### config.mk
export PLATFORM = sky130hd
export DESIGN_NAME = rsr_settings_report
export DESIGN_NICKNAME = d
export VERILOG_FILES = /design/src/rsr_pkg.sv /design/src/rsr_settings_report.sv /design/src/rsr_indicator.sv /design/src/rsr_clock_divider.sv
export VERILOG_INCLUDE_DIRS = /design/src
export SDC_FILE = /design/constraint.sdc
export NUM_CORES = 1
export LEC_CHECK = 0
export BUFFER_PORTS_ARGS = -buffer_cell sky130_fd_sc_hd__buf_2
export CORE_MARGIN = 2
export CORE_UTILIZATION = 32
export CTS_CLUSTER_DIAMETER = 80
export CTS_CLUSTER_SIZE = 8
export DETAILED_ROUTE_END_ITERATION = 6
export SLEW_MARGIN = 10
export SYNTH_ARGS = -nofsm -noshare
export SYNTH_HDL_FRONTEND = slang
export SYNTH_SLANG_ARGS = --single-unit
### constraint.sdc
create_clock -name SYS_CLK_IN -period 6.4 [get_ports SYS_CLK_IN]
set_input_delay 0.96 -clock SYS_CLK_IN [delete_from_list [all_inputs] [get_ports SYS_CLK_IN]]
set_output_delay 0.96 -clock SYS_CLK_IN [all_outputs]
set_load 0.02 [all_outputs]
### src/rsr_consts.svh
/*
  Constants of the run-time settings report block: command codes, report
  geometry, register offsets and reset values.
  Assumes it is included by bare name after the package has been compiled.
*/
`ifndef RSR_CONSTS_SVH
`define RSR_CONSTS_SVH

// ---------------------------------------------------------------------
// Command codes and status
// ---------------------------------------------------------------------
`define RSR_CODE_SET 8'h60
`define RSR_CODE_GET 8'h61
`define RSR_STATUS_OK 8'h00
`define RSR_FILL 8'h00

// ---------------------------------------------------------------------
// Report geometry and reply byte positions
// ---------------------------------------------------------------------
`define RSR_IDX_FIRST 6'h00
`define RSR_IDX_STATUS 6'h01
`define RSR_IDX_CHIP_LEN 6'h02
`define RSR_IDX_GP_LEN 6'h03
`define RSR_IDX_FLAGS 6'h04
`define RSR_IDX_CLOCK 6'h05
`define RSR_IDX_DAC 6'h06
`define RSR_IDX_EDGES 6'h07
`define RSR_IDX_LAST 6'h3f
`define RSR_REPORT_BYTES 7'h40

// ---------------------------------------------------------------------
// Register offsets
// ---------------------------------------------------------------------
`define RSR_REG_CHIP_LEN 4'h0
`define RSR_REG_GP_LEN 4'h1
`define RSR_REG_FLAGS 4'h2
`define RSR_REG_CLOCK 4'h3
`define RSR_REG_DAC 4'h4
`define RSR_REG_EDGES 4'h5
`define RSR_REG_ENABLES 4'h6
`define RSR_REG_STATUS 4'h7

// ---------------------------------------------------------------------
// Field positions in the edge byte, and reset values
// ---------------------------------------------------------------------
`define RSR_EDGE_NEG_BIT 6
`define RSR_EDGE_POS_BIT 5
`define RSR_RST_CHIP_LEN 8'h00
`define RSR_RST_GP_LEN 8'h00
`define RSR_RST_FLAGS 8'h00
`define RSR_RST_CLOCK 5'h00
`define RSR_RST_DAC 8'h00

`endif

### src/rsr_pkg.sv
/*
  Types of the run-time settings report block.
  Assumes nothing beyond a SystemVerilog compiler.
*/
package rsr_pkg;

  // -------------------------------------------------------------------
  // Settings, all but the four output enables carried by the reply
  // -------------------------------------------------------------------
  typedef struct packed {
    logic serial_en;
    logic rx_idle;
    logic tx_idle;
    logic i2c_idle;
    logic susp_idle;
    logic cfg_idle;
    logic [1:0] security;
  } rsr_flags_type;

  typedef struct packed {
    logic [1:0] duty;
    logic [2:0] div;
  } rsr_clock_type;

  typedef struct packed {
    logic [1:0] level;
    logic src_internal;
    logic [4:0] powerup;
  } rsr_dac_type;

  typedef struct packed {
    logic [7:0] chip_len;
    logic [7:0] gp_len;
    rsr_flags_type flags;
    rsr_clock_type clock;
    rsr_dac_type dac;
    logic edge_neg;
    logic edge_pos;
    logic clock_en;
    logic cfg_en;
    logic susp_en;
    logic i2c_en;
  } rsr_settings_type;

  // -------------------------------------------------------------------
  // Activity of the surrounding device
  // -------------------------------------------------------------------
  typedef struct packed {
    logic rx;
    logic tx;
    logic i2c;
    logic suspend;
    logic configured;
  } rsr_activity_type;

  typedef enum logic {RSR_RECEIVE, RSR_REPLY} rsr_state_type;

endpackage

### src/rsr_settings_report.sv
/*
  Run-time settings report block: takes 64-byte command reports, answers
  the set-settings and get-settings commands with 64-byte replies, keeps
  the settings in registers and drives the indicators and clock output.
  Assumes command bytes, reply handshake, register strobes and activity
  inputs are synchronous to SYS_CLK_IN.
*/
// Decided for this implementation: the strobed register port and the address map.
`timescale 1ns/1ps
`default_nettype none
`include "rsr_consts.svh"

// Behaviour
// Set-settings reply: byte 0 is 0x60, byte 1 is 0x00, rest undefined.
// Host asks for settings with code 0x61 and zero bytes 1 to 63.
// Get-settings reply: byte 0 is 0x61, byte 1 is 0x00.
// Reply byte 2 is chip area length, byte 3 is pin area length.
// Byte 4 bit 7 reports the serial-number enable.
// Byte 4 bit 6 is receive indicator idle level; inverted while receiving.
// Byte 4 bit 5 is transmit indicator idle level; inverted while sending.
// Byte 4 bit 4 is I2C indicator idle level; inverted during traffic.
// Byte 4 bit 3 is suspend indicator level; inverted in suspend.
// Byte 4 bit 2 is configured indicator level; inverted once configured.
// Byte 4 bits 1-0: security mode 00 open, 01 password, 10 locked.
// Byte 5 bits 4-3 set clock duty, bits 2-0 the clock divider.
// Byte 6 bits 7-6 pick reference: 4.096, 2.048, 1.024 V or off.
// Byte 6 bit 5 picks internal reference generator or supply rail.
// Byte 6 bits 4-0 report the power-up DAC code.
// Byte 7 bits 6 and 5 report negative and positive interrupt edges.
// Exactly one 64-byte reply per accepted command, after full receipt.
module rsr_settings_report (
  input wire logic SYS_CLK_IN,
  input wire logic RST_IN,
  input wire logic CMD_VALID_IN,
  input wire logic [7:0] CMD_BYTE_IN,
  output logic CMD_READY_OUT,
  output logic RPL_VALID_OUT,
  output logic [7:0] RPL_BYTE_OUT,
  output logic RPL_LAST_OUT,
  input wire logic RPL_READY_IN,
  input wire logic [3:0] REG_ADDR_IN,
  input wire logic [7:0] REG_WDATA_IN,
  input wire logic REG_WR_IN,
  input wire logic REG_RD_IN,
  output logic [7:0] REG_RDATA_OUT,
  input wire rsr_pkg::rsr_activity_type ACTIVITY_IN,
  output logic UART_RX_INDICATOR_OUT,
  output logic UART_TX_INDICATOR_OUT,
  output logic I2C_TRAFFIC_INDICATOR_OUT,
  output logic SUSPEND_INDICATOR_OUT,
  output logic USB_CONFIGURED_INDICATOR_OUT,
  output logic CLOCK_OUT
);
  import rsr_pkg::*;

  rsr_settings_type settings_ff;
  rsr_state_type state_ff;
  rsr_state_type nxt_state;
  logic [5:0] cmd_idx_ff;
  logic [7:0] cmd_code_ff;
  logic [7:0] rpl_code_ff;
  logic [5:0] rpl_idx_ff;
  logic [6:0] reply_cnt_ff;
  logic [6:0] take_cnt_ff;
  logic cmd_take;
  logic cmd_done;
  logic start;
  logic rpl_take;
  logic rpl_end;

  // ---------------------------------------------------------------------
  // Command reception
  // ---------------------------------------------------------------------
  assign cmd_take = CMD_VALID_IN && CMD_READY_OUT;
  assign cmd_done = cmd_take && (cmd_idx_ff == `RSR_IDX_LAST);
  assign start = cmd_done &&
    ((cmd_code_ff == `RSR_CODE_SET) || (cmd_code_ff == `RSR_CODE_GET));
  assign rpl_take = RPL_VALID_OUT && RPL_READY_IN;
  assign rpl_end = rpl_take && (rpl_idx_ff == `RSR_IDX_LAST);

  always_ff @(posedge SYS_CLK_IN) begin
    if (RST_IN) begin
      cmd_idx_ff <= `RSR_IDX_FIRST;
    end else if (cmd_take) begin
      cmd_idx_ff <= cmd_idx_ff + 6'h01;
    end
  end

  always_ff @(posedge SYS_CLK_IN) begin
    if (RST_IN) begin
      cmd_code_ff <= 8'h00;
    end else if (cmd_take && (cmd_idx_ff == `RSR_IDX_FIRST)) begin
      cmd_code_ff <= CMD_BYTE_IN;
    end
  end

  // ---------------------------------------------------------------------
  // Sequencing
  // ---------------------------------------------------------------------
  always_comb begin
    nxt_state = state_ff;
    unique case (state_ff)
      RSR_RECEIVE: begin
        if (start) begin
          nxt_state = RSR_REPLY;
        end
      end
      RSR_REPLY: begin
        if (rpl_end) begin
          nxt_state = RSR_RECEIVE;
        end
      end
    endcase
  end

  always_ff @(posedge SYS_CLK_IN) begin
    if (RST_IN) begin
      state_ff <= RSR_RECEIVE;
      CMD_READY_OUT <= 1'b0;
    end else begin
      state_ff <= nxt_state;
      CMD_READY_OUT <= (nxt_state == RSR_RECEIVE);
    end
  end

  // ---------------------------------------------------------------------
  // Reply byte selection
  // ---------------------------------------------------------------------
  function automatic logic [7:0] reply_byte(input logic [5:0] idx,
      input logic [7:0] code, input rsr_settings_type s);
    reply_byte = `RSR_FILL;
    if (idx == `RSR_IDX_FIRST) begin
      reply_byte = code;
    end else if (idx == `RSR_IDX_STATUS) begin
      reply_byte = `RSR_STATUS_OK;
    end else if (code == `RSR_CODE_GET) begin
      case (idx)
        `RSR_IDX_CHIP_LEN: reply_byte = s.chip_len;
        `RSR_IDX_GP_LEN: reply_byte = s.gp_len;
        `RSR_IDX_FLAGS: reply_byte = s.flags;
        `RSR_IDX_CLOCK: reply_byte = {3'h0, s.clock};
        `RSR_IDX_DAC: reply_byte = s.dac;
        `RSR_IDX_EDGES: begin
          reply_byte[`RSR_EDGE_NEG_BIT] = s.edge_neg;
          reply_byte[`RSR_EDGE_POS_BIT] = s.edge_pos;
        end
        default: reply_byte = `RSR_FILL;
      endcase
    end
  endfunction

  always_ff @(posedge SYS_CLK_IN) begin
    if (RST_IN) begin
      RPL_VALID_OUT <= 1'b0;
      RPL_BYTE_OUT <= 8'h00;
      RPL_LAST_OUT <= 1'b0;
      rpl_idx_ff <= `RSR_IDX_FIRST;
    end else if (start) begin
      RPL_VALID_OUT <= 1'b1;
      RPL_BYTE_OUT <= cmd_code_ff;
      RPL_LAST_OUT <= 1'b0;
      rpl_idx_ff <= `RSR_IDX_FIRST;
    end else if (rpl_end) begin
      RPL_VALID_OUT <= 1'b0;
      RPL_BYTE_OUT <= 8'h00;
      RPL_LAST_OUT <= 1'b0;
    end else if (rpl_take) begin
      rpl_idx_ff <= rpl_idx_ff + 6'h01;
      RPL_BYTE_OUT <= reply_byte(rpl_idx_ff + 6'h01, rpl_code_ff,
        settings_ff);
      RPL_LAST_OUT <= (rpl_idx_ff + 6'h01 == `RSR_IDX_LAST);
    end
  end

  always_ff @(posedge SYS_CLK_IN) begin
    if (RST_IN) begin
      rpl_code_ff <= 8'h00;
    end else if (start) begin
      rpl_code_ff <= cmd_code_ff;
    end
  end

  always_ff @(posedge SYS_CLK_IN) begin
    if (RST_IN) begin
      reply_cnt_ff <= 7'h00;
    end else if (rpl_end) begin
      reply_cnt_ff <= reply_cnt_ff + 7'h01;
    end
  end

  // ---------------------------------------------------------------------
  // Registers
  // ---------------------------------------------------------------------
  always_ff @(posedge SYS_CLK_IN) begin
    if (RST_IN) begin
      settings_ff <= '0;
      settings_ff.chip_len <= `RSR_RST_CHIP_LEN;
      settings_ff.gp_len <= `RSR_RST_GP_LEN;
      settings_ff.flags <= `RSR_RST_FLAGS;
      settings_ff.clock <= `RSR_RST_CLOCK;
      settings_ff.dac <= `RSR_RST_DAC;
    end else if (REG_WR_IN) begin
      case (REG_ADDR_IN)
        `RSR_REG_CHIP_LEN: settings_ff.chip_len <= REG_WDATA_IN;
        `RSR_REG_GP_LEN: settings_ff.gp_len <= REG_WDATA_IN;
        `RSR_REG_FLAGS: settings_ff.flags <= REG_WDATA_IN;
        `RSR_REG_CLOCK: settings_ff.clock <= REG_WDATA_IN[4:0];
        `RSR_REG_DAC: settings_ff.dac <= REG_WDATA_IN;
        `RSR_REG_EDGES: begin
          settings_ff.edge_neg <= REG_WDATA_IN[`RSR_EDGE_NEG_BIT];
          settings_ff.edge_pos <= REG_WDATA_IN[`RSR_EDGE_POS_BIT];
        end
        `RSR_REG_ENABLES: begin
          {settings_ff.clock_en, settings_ff.cfg_en, settings_ff.susp_en,
            settings_ff.i2c_en} <= REG_WDATA_IN[3:0];
        end
        default: begin
        end
      endcase
    end
  end

  always_ff @(posedge SYS_CLK_IN) begin
    if (RST_IN || !REG_RD_IN) begin
      REG_RDATA_OUT <= 8'h00;
    end else begin
      case (REG_ADDR_IN)
        `RSR_REG_CHIP_LEN: REG_RDATA_OUT <= settings_ff.chip_len;
        `RSR_REG_GP_LEN: REG_RDATA_OUT <= settings_ff.gp_len;
        `RSR_REG_FLAGS: REG_RDATA_OUT <= settings_ff.flags;
        `RSR_REG_CLOCK: REG_RDATA_OUT <= {3'h0, settings_ff.clock};
        `RSR_REG_DAC: REG_RDATA_OUT <= settings_ff.dac;
        `RSR_REG_EDGES: REG_RDATA_OUT <= reply_byte(`RSR_IDX_EDGES,
          `RSR_CODE_GET, settings_ff);
        `RSR_REG_ENABLES: REG_RDATA_OUT <= {4'h0, settings_ff.clock_en,
          settings_ff.cfg_en, settings_ff.susp_en, settings_ff.i2c_en};
        `RSR_REG_STATUS: REG_RDATA_OUT <= {reply_cnt_ff,
          (state_ff == RSR_REPLY)};
        default: REG_RDATA_OUT <= 8'h00;
      endcase
    end
  end

  // ---------------------------------------------------------------------
  // Indicators and clock output
  // ---------------------------------------------------------------------
  rsr_indicator rx_ind (.clk_in(SYS_CLK_IN), .rst_in(RST_IN),
    .idle_level_in(settings_ff.flags.rx_idle), .enable_in(1'b1),
    .active_in(ACTIVITY_IN.rx), .level_out(UART_RX_INDICATOR_OUT));
  rsr_indicator tx_ind (.clk_in(SYS_CLK_IN), .rst_in(RST_IN),
    .idle_level_in(settings_ff.flags.tx_idle), .enable_in(1'b1),
    .active_in(ACTIVITY_IN.tx), .level_out(UART_TX_INDICATOR_OUT));
  rsr_indicator i2c_ind (.clk_in(SYS_CLK_IN), .rst_in(RST_IN),
    .idle_level_in(settings_ff.flags.i2c_idle),
    .enable_in(settings_ff.i2c_en), .active_in(ACTIVITY_IN.i2c),
    .level_out(I2C_TRAFFIC_INDICATOR_OUT));
  rsr_indicator susp_ind (.clk_in(SYS_CLK_IN), .rst_in(RST_IN),
    .idle_level_in(settings_ff.flags.susp_idle),
    .enable_in(settings_ff.susp_en), .active_in(ACTIVITY_IN.suspend),
    .level_out(SUSPEND_INDICATOR_OUT));
  rsr_indicator cfg_ind (.clk_in(SYS_CLK_IN), .rst_in(RST_IN),
    .idle_level_in(settings_ff.flags.cfg_idle),
    .enable_in(settings_ff.cfg_en), .active_in(ACTIVITY_IN.configured),
    .level_out(USB_CONFIGURED_INDICATOR_OUT));

  rsr_clock_divider clk_div (.clk_in(SYS_CLK_IN), .rst_in(RST_IN),
    .enable_in(settings_ff.clock_en), .div_in(settings_ff.clock.div),
    .duty_in(settings_ff.clock.duty), .clock_out(CLOCK_OUT));

  // ---------------------------------------------------------------------
  // Checks
  // ---------------------------------------------------------------------
  always_ff @(posedge SYS_CLK_IN) begin
    if (RST_IN || start) begin
      take_cnt_ff <= 7'h00;
    end else if (rpl_take) begin
      take_cnt_ff <= take_cnt_ff + 7'h01;
    end
  end
endmodule

`default_nettype wire

### src/rsr_indicator.sv
/*
  One activity indicator: shows its idle level, or the inverse of it while
  enabled and active.
  Assumes activity and settings are synchronous to the clock.
*/
`timescale 1ns/1ps
`default_nettype none

module rsr_indicator (
  input wire logic clk_in,
  input wire logic rst_in,
  input wire logic idle_level_in,
  input wire logic enable_in,
  input wire logic active_in,
  output logic level_out
);

  always_ff @(posedge clk_in) begin
    if (rst_in) begin
      level_out <= 1'b0;
    end else begin
      level_out <= (enable_in && active_in) ? ~idle_level_in : idle_level_in;
    end
  end

endmodule

`default_nettype wire

### src/rsr_clock_divider.sv
/*
  Clock output generator: divides the system clock by a power of two and
  shapes the high time from the duty field.
  Assumes divider and duty are steady while the output is enabled.
*/
`timescale 1ns/1ps
`default_nettype none

module rsr_clock_divider (
  input wire logic clk_in,
  input wire logic rst_in,
  input wire logic enable_in,
  input wire logic [2:0] div_in,
  input wire logic [1:0] duty_in,
  output logic clock_out
);

  logic [7:0] cnt_ff;
  logic [8:0] period;
  logic [8:0] high_time;

  // ---------------------------------------------------------------------
  // Period and high time
  // ---------------------------------------------------------------------
  always_comb begin
    period = 9'h002 << div_in;
    unique case (duty_in)
      2'h1: high_time = period >> 2;
      2'h2: high_time = period - (period >> 2);
      default: high_time = period >> 1;
    endcase
  end

  // ---------------------------------------------------------------------
  // Counter and output
  // ---------------------------------------------------------------------
  always_ff @(posedge clk_in) begin
    if (rst_in || !enable_in || ({1'b0, cnt_ff} == period - 9'h001)) begin
      cnt_ff <= 8'h00;
    end else begin
      cnt_ff <= cnt_ff + 8'h01;
    end
  end

  always_ff @(posedge clk_in) begin
    if (rst_in) begin
      clock_out <= 1'b0;
    end else begin
      clock_out <= enable_in && ({1'b0, cnt_ff} < high_time);
    end
  end

endmodule

`default_nettype wire

## After elaboration in Yosys (flattened, before gate mapping)

Cells that the tools add are included.

- Input bits: 31
- Register bits after elaboration: 112

- Shifts and indexed selects: 1
- Add/subtract/negate cells: 6
- Reductions and logical operators: 31
- Bitwise gates (word level): 8
- Muxes and demuxes: 21
- Order comparisons: 1
- Eq/ne operators: 23

Operators by type and width:

| operator | number |
|---|---|
| case mux 8 bit (8 select lines) | 1 |
| 2-to-1 mux 8 bit | 6 |
| case mux 5 bit (5 select lines) | 1 |
| equality test 6 x 3 -> 1 bit (second input constant) | 4 |
| equality test 8 x 7 -> 1 bit (second input constant) | 3 |
| equality test 6 bit (second input constant) | 3 |
| case mux 9 bit (2 select lines) | 1 |
| equality test 4 x 3 -> 1 bit (second input constant) | 4 |
| AND reduction 2 bit | 8 |
| adder 6 x 1 -> 6 bit (second input constant) | 2 |
| equality test 6 x 2 -> 1 bit (second input constant) | 2 |
| zero test 6 bit | 2 |
| logical AND 1 bit | 10 |
| case mux 2 bit (5 select lines) | 1 |
| equality test 8 x 9 -> 1 bit | 1 |
| less-than comparator 8 x 9 -> 1 bit | 1 |
| 2-to-1 mux 1 bit | 9 |
| left shift 2 x 3 -> 9 bit (first input constant) | 1 |
| subtractor 9 x 1 -> 9 bit (second input constant) | 1 |
| subtractor 9 x 7 -> 9 bit | 1 |
| adder 8 x 1 -> 8 bit (second input constant) | 1 |
| equality test 4 x 2 -> 1 bit (second input constant) | 2 |
| inverter 1 bit | 8 |
| adder 7 x 1 -> 7 bit (second input constant) | 1 |
| other kinds (13) | 17 |

## Longest topological paths before layout

Gate-level depths: netlist of run 1.

- Word-level depth: 9
- Gate-level depth with buffers: 16
- Depth with buffers taken out: 14

## Modules after synthesis

Synthesis of run 1 repeated with hierarchy kept, for this count alone.

- Cells, all modules: 720
- Area, all modules: 5928.2 µm²

By module, submodules not included:

| module | area an instance (µm²) | instances | sequential area each (µm²) | cells an instance |
|---|---|---|---|---|
| rsr_settings_report | 4738.3 | 1 | 1961.9 | 582 |
| rsr_clock_divider | 958.4 | 1 | 180.2 | 118 |
| rsr_indicator | 46.3 | 5 | 20.0 | 4 |

## Worst setup path after synthesis of run 1

Ideal clock, no wire load.

- Path type: register to register
- Start: register settings_ff[14] (netlist bit)
- End: register clk_div.clock_out
- Period minus slack after synthesis: 3360 ps
- Data required time: 6283 ps
- Slack: 3040 ps
- Path buffers: 2
- Cell stages (with the launch flop): 17
- Data arrival time: 3243 ps
- Setup time: 117 ps
- Path through: dfxtp_1 -> clkbuf_1 -> buf_1 -> nor2_1 -> nand2_1 -> inv_1 -> ha_1 -> nor3_1 -> o21ai_0 -> a41oi_1 -> or4_1 -> o211a_1 -> ha_1 -> o211ai_1 -> a21oi_1 -> o21ai_0 -> a22o_1

- Cells in the longest elaborated chain, start to end: 5

RTL lines:

| element | RTL line | source |
|---|---|---|
| from (decl) | rsr_settings_report.sv:56 | `rsr_settings_type settings_ff;` |
| left shift 2 x 3 -> 9 bit (*) | rsr_clock_divider.sv:26 | `period = 9'h002 << div_in;` |
| subtractor 9 x 7 -> 9 bit | rsr_clock_divider.sv:29 | `2'h2: high_time = period - (period >> 2);` |
| case mux 9 bit (2 select lines) (*) | rsr_clock_divider.sv:27 | `unique case (duty_in)` |
| less-than comparator 8 x 9 -> 1 bit (*) | rsr_clock_divider.sv:49 | `clock_out <= enable_in && ({1'b0, cnt_ff} < high_time);` |
| logical AND 1 bit (*) | rsr_clock_divider.sv:49 |  |
| to (signal assigned) | rsr_clock_divider.sv:49 |  |
| to (decl) | rsr_clock_divider.sv:15 | `output logic clock_out` |

Mark *: on every way between the ends. The rest lies on a longest branch, timed or not.
A chain may end at the register's enable or synchronous reset.

## Worst setup path after layout of run 1

- Start: register settings_ff[16] (netlist bit)
- End: register clk_div.clock_out

The elaborated chain is that of the path after synthesis.

==> reports/qor.yml, run 1 <==
outcome:
  outcome: "finished clean"
cts:
  cts_tree: "built"
  postCtsSetupRepairBufs: 0
  ctsResizeCount: 0
  htree_levels: 3
  cts_made_buffers: 9
  hold_buffers: 0
  cts_root_buf: "clkbuf_16"
  insertion_delay_ns: 0.36
  cts.clk_slew.worst_paths_ns: 0.08
  cts_buffer_depth: 2
  cts_num_sinks: 112
global_routing:
  grt_max_degree: 62
  grt_overflow_total: 0
  grt_usage_pct: 16.8
  antenna_found_initial: 0
  grt_pass1_vias: 4942
  grt_first_pass_wirelength_mm: 27.3
floorplan:
  fp-row-count: 50
  initial_core_util_pct: 32.9
  io_pins: 56
  core-area_um2: 18800
  fp.dieH_um: 143
  die_x_um: 143
  dieArea_um2: 20500
power:
  p_per_area_nw_per_um2: 197
  ir_worst_vdd_uv: 105
  power.leakage_nw: 2.47
synth:
  synth_simple_gate_area_share_pct: 22.8
  synth-seq-area-share_pct: 36.2
  synth_top_area_cell: "dfxtp_1"
  muxShareOfSynthArea_pct: 7.40
  synth-xor-area-share_pct: 4.24
  synth_edf_count: 0
  yosys_warnings: 0
  synth_commonest_cells: "112 x dfxtp_1, 87 x nor2_1, 65 x nand2_1"
  synth_top_family_by_area: "simple AND/OR/NAND/NOR gates"
  synth_cells: 740
  syn_area_um2: 6190
  yosys_most_used_dff: "dfxtp_1"
  synth_nets: 794
  yosysMostFrequentCell: "dfxtp_1"
  synth.top_cell.area_share_pct: 36.2
  avgSynthCellArea_um2: 8.37
  ys_top_cells_by_area: "dfxtp_1 36%, mux2i_1 6.3%, nor2_1 5.3%"
  ys_seq_elements: 112
  synth_cell_types: 73
  synthAdderAreaFrac_pct: 4.77
  synth_compound_area_share_pct: 19.6
  async_reset_ff_share_pct: 0
timing:
  finalSetupViolCount: 0
  fin_skew_ns: 0.00780
  tightestPinTransition_ns: 1.09
  setup-tns-final_ns: 0
  clock.fmax_mhz: 254
  timing.final.crit_share_pct: 61.6
  slew_headroom_pct: 26.9
  drv_slew: 0
  hold_viol: 0
  rsz0062_at_grt: "no"
  post-route-min-period_ns: 3.94
worst_setup_path:
  endpoint_kind: "flop"
  crit_path_end: "clk_div.clock_out$_SDFF_PP0_"
  worstPathRequired_ns: 6.65
  start_kind: "flop"
  crit_type: "reg2reg"
  reg2reg_depth: 14
  r2r-start: "settings_ff[16]$_SDFFE_PP0P_"
  r2r_slack_ns: 2.46
  max_stage_delay_ns: 0.77
  worstSetupStartpoint: "settings_ff[16]$_SDFFE_PP0P_"
  cp_cell_sequence: "clkinv_1, nand2_1, inv_1, ha_1, nor3_1, o21ai_0, a41oi_1, or4_1, o211a_1, ha_1, o211ai_1, a21oi_1, o21ai_0, a22o_1"
  worst-endpoint-arrival_ns: 4.20
  cp_max_fo: 21
  cp_slowest_cell: "dfxtp_1"
  r2r_end: "clk_div.clock_out$_SDFF_PP0_"
run:
  cap_viol_max_count: 0
place:
  routabilityCongestion: 0.835
  dpl.hpwl_mm: 11.9
  io_buffers: 55
drt:
  antenna_left: 0
  drt_iter0_markers: 532
  drc: 0
  vias_per_cell: 5.38
  routed_wl_mm: 17.2
  vias: 5519
  wire_per_inst_um: 16.7
  drtPass1Iterations: 5
layout:
  nNetsFinal: 814
  fill_cells: 1962
  diodes: 0
  utilization_pct: 36.5
  drive_gt1_share_pct: 12.4
  areaGrowthSynthToFinish_pct: 10.9
worst_hold_path:
  holdCritPathClass: "reg2reg"
[sequential cells by signal (all words and copies together) (netlist names), 6 cells and up]
name,flops
clk_div.cnt_ff,8
RPL_BYTE_OUT,8
rpl_code_ff,8
cmd_idx_ff,6
settings_ff,43
REG_RDATA_OUT,8
reply_cnt_ff,7
cmd_code_ff,8
rpl_idx_ff,6
[stage by stage]
stage	total power, mW	hold slack (ns)	area [um^2]	worst slack (ns)	std cells
2_1_floorplan	0.789	0.444	6190	3.04	740
3_3_place_gp	0.821	0.447	6590	2.70	1009
3_5_place_dp	0.822	0.450	6590	2.52	1009
4_1_cts	1.36	0.460	6870	2.49	1025
5_1_grt	1.40	0.478	6870	2.20	1025
6_report	1.35	0.455	6870	2.46	1025
[cells in the final DEF, fill, tap and decap left out, types with 12 or more instances in the layout]
cell / n
dfxtp_1: 112
ha_1: 22
nor4_1: 13
o21ai_0: 29
a211oi_1: 12
nor2_1: 87
inv_1: 19
xor2_1: 16
buf_2: 55
a22oi_1: 12
nand3_1: 40
nand2_1: 65
nor3_1: 22
a21oi_1: 52
mux2i_1: 39
xnor2_1: 14
[how the worst min path moves through the flow]
stage                     slack [ns]                           end                         start  cells after the start
final                           0.45     RPL_LAST_OUT$_SDFFE_PP0P_     RPL_LAST_OUT$_SDFFE_PP0P_                      2
after floorplan                 0.44  settings_ff[10]$_SDFFE_PP0P_  settings_ff[10]$_SDFFE_PP0P_                      2
after global routing            0.48     RPL_LAST_OUT$_SDFFE_PP0P_     RPL_LAST_OUT$_SDFFE_PP0P_                      2
after CTS                       0.46     RPL_LAST_OUT$_SDFFE_PP0P_     RPL_LAST_OUT$_SDFFE_PP0P_                      2
after detailed placement        0.45     RPL_LAST_OUT$_SDFFE_PP0P_     RPL_LAST_OUT$_SDFFE_PP0P_                      2
after global placement          0.45     RPL_LAST_OUT$_SDFFE_PP0P_     RPL_LAST_OUT$_SDFFE_PP0P_                      2
[cell families after synthesis]
group                    count (synthesis)
buffers and inverters                   69
multiplexers                            44
XOR/XNOR                                30
flip-flops                             112
adder cells (fa/ha/maj)                 23
AND/OR/NAND/NOR                        292
AO/OA/AOI/OAI                          170
[metal layers]
layer | wire, um | GRT usage (%) | share of wire, %
met4 | 408 | 6.83 | 2.4
met2 | 8170 | 27.0 | 48
met1 | 7880 | 22.9 | 46
met3 | 702 | 2.15 | 4.1
met5 | 0 | 0 | 0
[final cells by class]
type                    instances  area (um^2)  area share (%)
clock buffers                   9          225            3.28
flip-flops and latches        112         2240            32.6
well taps                     260          325            4.74
inverters                      20         75.1            1.09
repair buffers                 58          298            4.34
clock inverters                 7         55.1           0.802
multi-input cells             559         3650            53.1
[critical path, delay by kind of cell (launching register included)]
family,cells,cell delay (ns)
buf+inv,2,0.54
fa+ha+maj,2,0.61
flops,1,0.77
compound gates,7,1.17
simple gates,3,0.76
[where the power goes]
| group | switching (mW) | internal (mW) | total, mW |
|---|---|---|---|
| Combinational | 0.0614 | 0.0326 | 0.0941 |
| Clock | 0.276 | 0.269 | 0.544 |
| Sequential | 0.00728 | 0.705 | 0.712 |
| Total | 0.344 | 1.01 | 1.35 |
Note: power is estimated with default switching activity, not from simulation.
==> inputs of run 2 (changes only) <==
==> constraint.sdc (replaced) <==
create_clock -name SYS_CLK_IN -period 4.1 [get_ports SYS_CLK_IN]
set_input_delay 0.615 -clock SYS_CLK_IN [delete_from_list [all_inputs] [get_ports SYS_CLK_IN]]
set_output_delay 0.615 -clock SYS_CLK_IN [all_outputs]
set_load 0.02 [all_outputs]
==> reports/qor.yml, run 2 (synthesis results as in run 1) <==
global_routing:
  grt_usage_pct: 16.6
  grt_first_pass_wirelength_mm: 27.0
  use_met1_pct: 22.1
  use_met2_pct: 27.3
  grt_overflow_total: 0
  antenna_found_initial: 0
  use_met3_pct: 2.28
  grt_pass1_vias: 5023
  grt_max_degree: 52
  top_usage_layer: "met2"
layout:
  stdcell_area_um2: 6920
  final_cell_mix: "112 x dfxtp_1, 87 x nor2_1, 65 x nand2_1, 55 x buf_2, 52 x a21oi_1"
  drive_gt1_share_pct: 12.9
  largest_reg_flops: 43
  nNetsFinal: 819
  diodes: 0
  layout_commonest_cell: "dfxtp_1"
  fill_cells: 1969
  utilization_pct: 36.7
  final_cell_count_no_fill: 1029
  areaGrowthSynthToFinish_pct: 11.7
  top_register: "settings_ff"
worst_setup_path:
  r2r-start: "settings_ff[15]$_SDFFE_PP0P_"
  worstSetupStartpoint: "settings_ff[15]$_SDFFE_PP0P_"
  worstPathRequired_ns: 4.36
  cp_max_fo: 19
  reg2reg_depth: 14
  cp_slowest_cell: "dfxtp_1"
  crit_type: "reg2reg"
  r2r_end: "clk_div.clock_out$_SDFF_PP0_"
  crit_path_end: "clk_div.clock_out$_SDFF_PP0_"
  start_kind: "flop"
  r2r_slack_ns: 0.63
  max_stage_delay_ns: 0.71
  cp.depth: 14
  endpoint_kind: "flop"
  worst-endpoint-arrival_ns: 3.73
  cp_top_family: "compound AO/OA/AOI/OAI gates"
  crit_buf_inv: 1
  cp_cell_sequence: "nand2b_1, nor2_1, inv_1, ha_1, nor3_1, o21ai_0, a41oi_1, or4_1, o211a_1, ha_1, o211ai_1, a21oi_1, o21ai_0, a22o_1"
floorplan:
  initial_core_util_pct: 32.9
  fp.dieH_um: 143
  die_x_um: 143
  io_pins: 56
  fp-row-count: 50
  core-area_um2: 18800
  dieArea_um2: 20500
cts:
  cts_root_buf: "clkbuf_16"
  insertion_delay_ns: 0.36
  ctsResizeCount: 0
  postCtsSetupRepairBufs: 0
  hold_buffers: 0
  htree_levels: 3
  cts.clk_slew.worst_paths_ns: 0.08
  cts_buffer_depth: 2
  cts_num_sinks: 112
  cts_tree: "built"
  cts_made_buffers: 9
timing:
  finalSetupViolCount: 0
  fin_skew_ns: 0.00777
  tightestPinTransition_ns: 1.10
  setup-tns-final_ns: 0
  post-route-min-period_ns: 3.47
  slew_headroom_pct: 25.9
  rsz0062_at_grt: "no"
  timing.final.crit_share_pct: 84.7
  hold_viol: 0
  clock.fmax_mhz: 288
  drv_slew: 0
place:
  dpl.hpwl_mm: 12.1
  routabilityCongestion: 0.837
  dpl_cell_area_um2: 6630
  dpl.cell_count: 1014
  io_buffers: 55
power:
  netSwitchingFraction_pct: 24.7
  p_per_area_nw_per_um2: 313
  p_int_mw: 1.63
  pwr-share-seq_pct: 51.3
  power.leakage_nw: 2.51
  switching_power_uw: 535
  clkPwrFrac_pct: 41.7
  pwr-share-comb_pct: 6.9
  ir_worst_vdd_uv: 178
drt:
  antenna_left: 0
  drt_iter0_markers: 490
  drtPass1Iterations: 5
  vias_per_cell: 5.45
  drc: 0
  wire_per_inst_um: 16.6
  routed_wl_mm: 17.1
  vias: 5609
worst_hold_path:
  hold_depth: 2
  holdCritPathClass: "reg2reg"
outcome:
  outcome: "finished clean"
run:
  cap_viol_max_count: 0
[run 2: cell types whose count changed in the layout (fill, tap and decap cells not counted), sizes merged]
cell and change:
inv +1, clkinv -2, bufinv +1, buf +5, clkinvlp -1
[run 2: worst min path at each step]
stage                                   end                    startpoint  slack, ns
2_1_floorplan  settings_ff[10]$_SDFFE_PP0P_  settings_ff[10]$_SDFFE_PP0P_       0.44
3_3_place_gp      RPL_LAST_OUT$_SDFFE_PP0P_     RPL_LAST_OUT$_SDFFE_PP0P_       0.45
3_5_place_dp      RPL_LAST_OUT$_SDFFE_PP0P_     RPL_LAST_OUT$_SDFFE_PP0P_       0.45
4_1_cts           RPL_LAST_OUT$_SDFFE_PP0P_     RPL_LAST_OUT$_SDFFE_PP0P_       0.46
5_1_grt        settings_ff[30]$_SDFFE_PP0P_  settings_ff[30]$_SDFFE_PP0P_       0.49
6_report          RPL_LAST_OUT$_SDFFE_PP0P_     RPL_LAST_OUT$_SDFFE_PP0P_       0.46
[run 2: power by group through the flow]
| stage | combinational [mW] | sequential, mW | clock, mW |
|---|---|---|---|
| 2_1_floorplan | 0.0957 | 1.14 | 0 |
| 3_3_place_gp | 0.148 | 1.14 | 0 |
| 3_5_place_dp | 0.149 | 1.14 | 0 |
| 4_1_cts | 0.150 | 1.11 | 0.920 |
| 5_1_grt | 0.164 | 1.11 | 0.961 |
| 6_report | 0.150 | 1.11 | 0.903 |
[run 2: cell type report]
| class | instances | area (um^2) | area share [%] |
|---|---|---|---|
| multi-input cells | 559 | 3650 | 52.7 |
| flip-flops and latches | 112 | 2240 | 32.4 |
| repair buffers | 63 | 335 | 4.85 |
| well taps | 260 | 325 | 4.70 |
| clock buffers | 9 | 225 | 3.26 |
| inverters | 20 | 75.1 | 1.09 |
| clock inverters | 6 | 66.3 | 0.959 |
[run 2: worst register-to-register path, stage by stage (launching register included)]
cell and delay (ns):
dfxtp_1 0.71, nand2b_1 0.14, nor2_1 0.14, inv_1 0.10
ha_1 0.32, nor3_1 0.05, o21ai_0 0.26, a41oi_1 0.22
or4_1 0.50, o211a_1 0.13, ha_1 0.29, o211ai_1 0.08
a21oi_1 0.13, o21ai_0 0.11, a22o_1 0.21
[run 2: routing by layer]
metal / vias up / routed length (um)
met1: 2671 / 7680
li1: 2743 / -
met2: 169 / 8170
met4: 0 / 391
met3: 26 / 870
met5: - / 0
[run 2: metrics by stage]
step / setup WS (ns) / power (mW) / hold slack, ns
detailed placement: 0.620 / 1.28 / 0.454
global route: 0.259 / 2.24 / 0.491
CTS: 0.616 / 2.18 / 0.464
finish: 0.628 / 2.16 / 0.459
global placement: 0.751 / 1.28 / 0.447
floorplan: 0.740 / 1.23 / 0.444
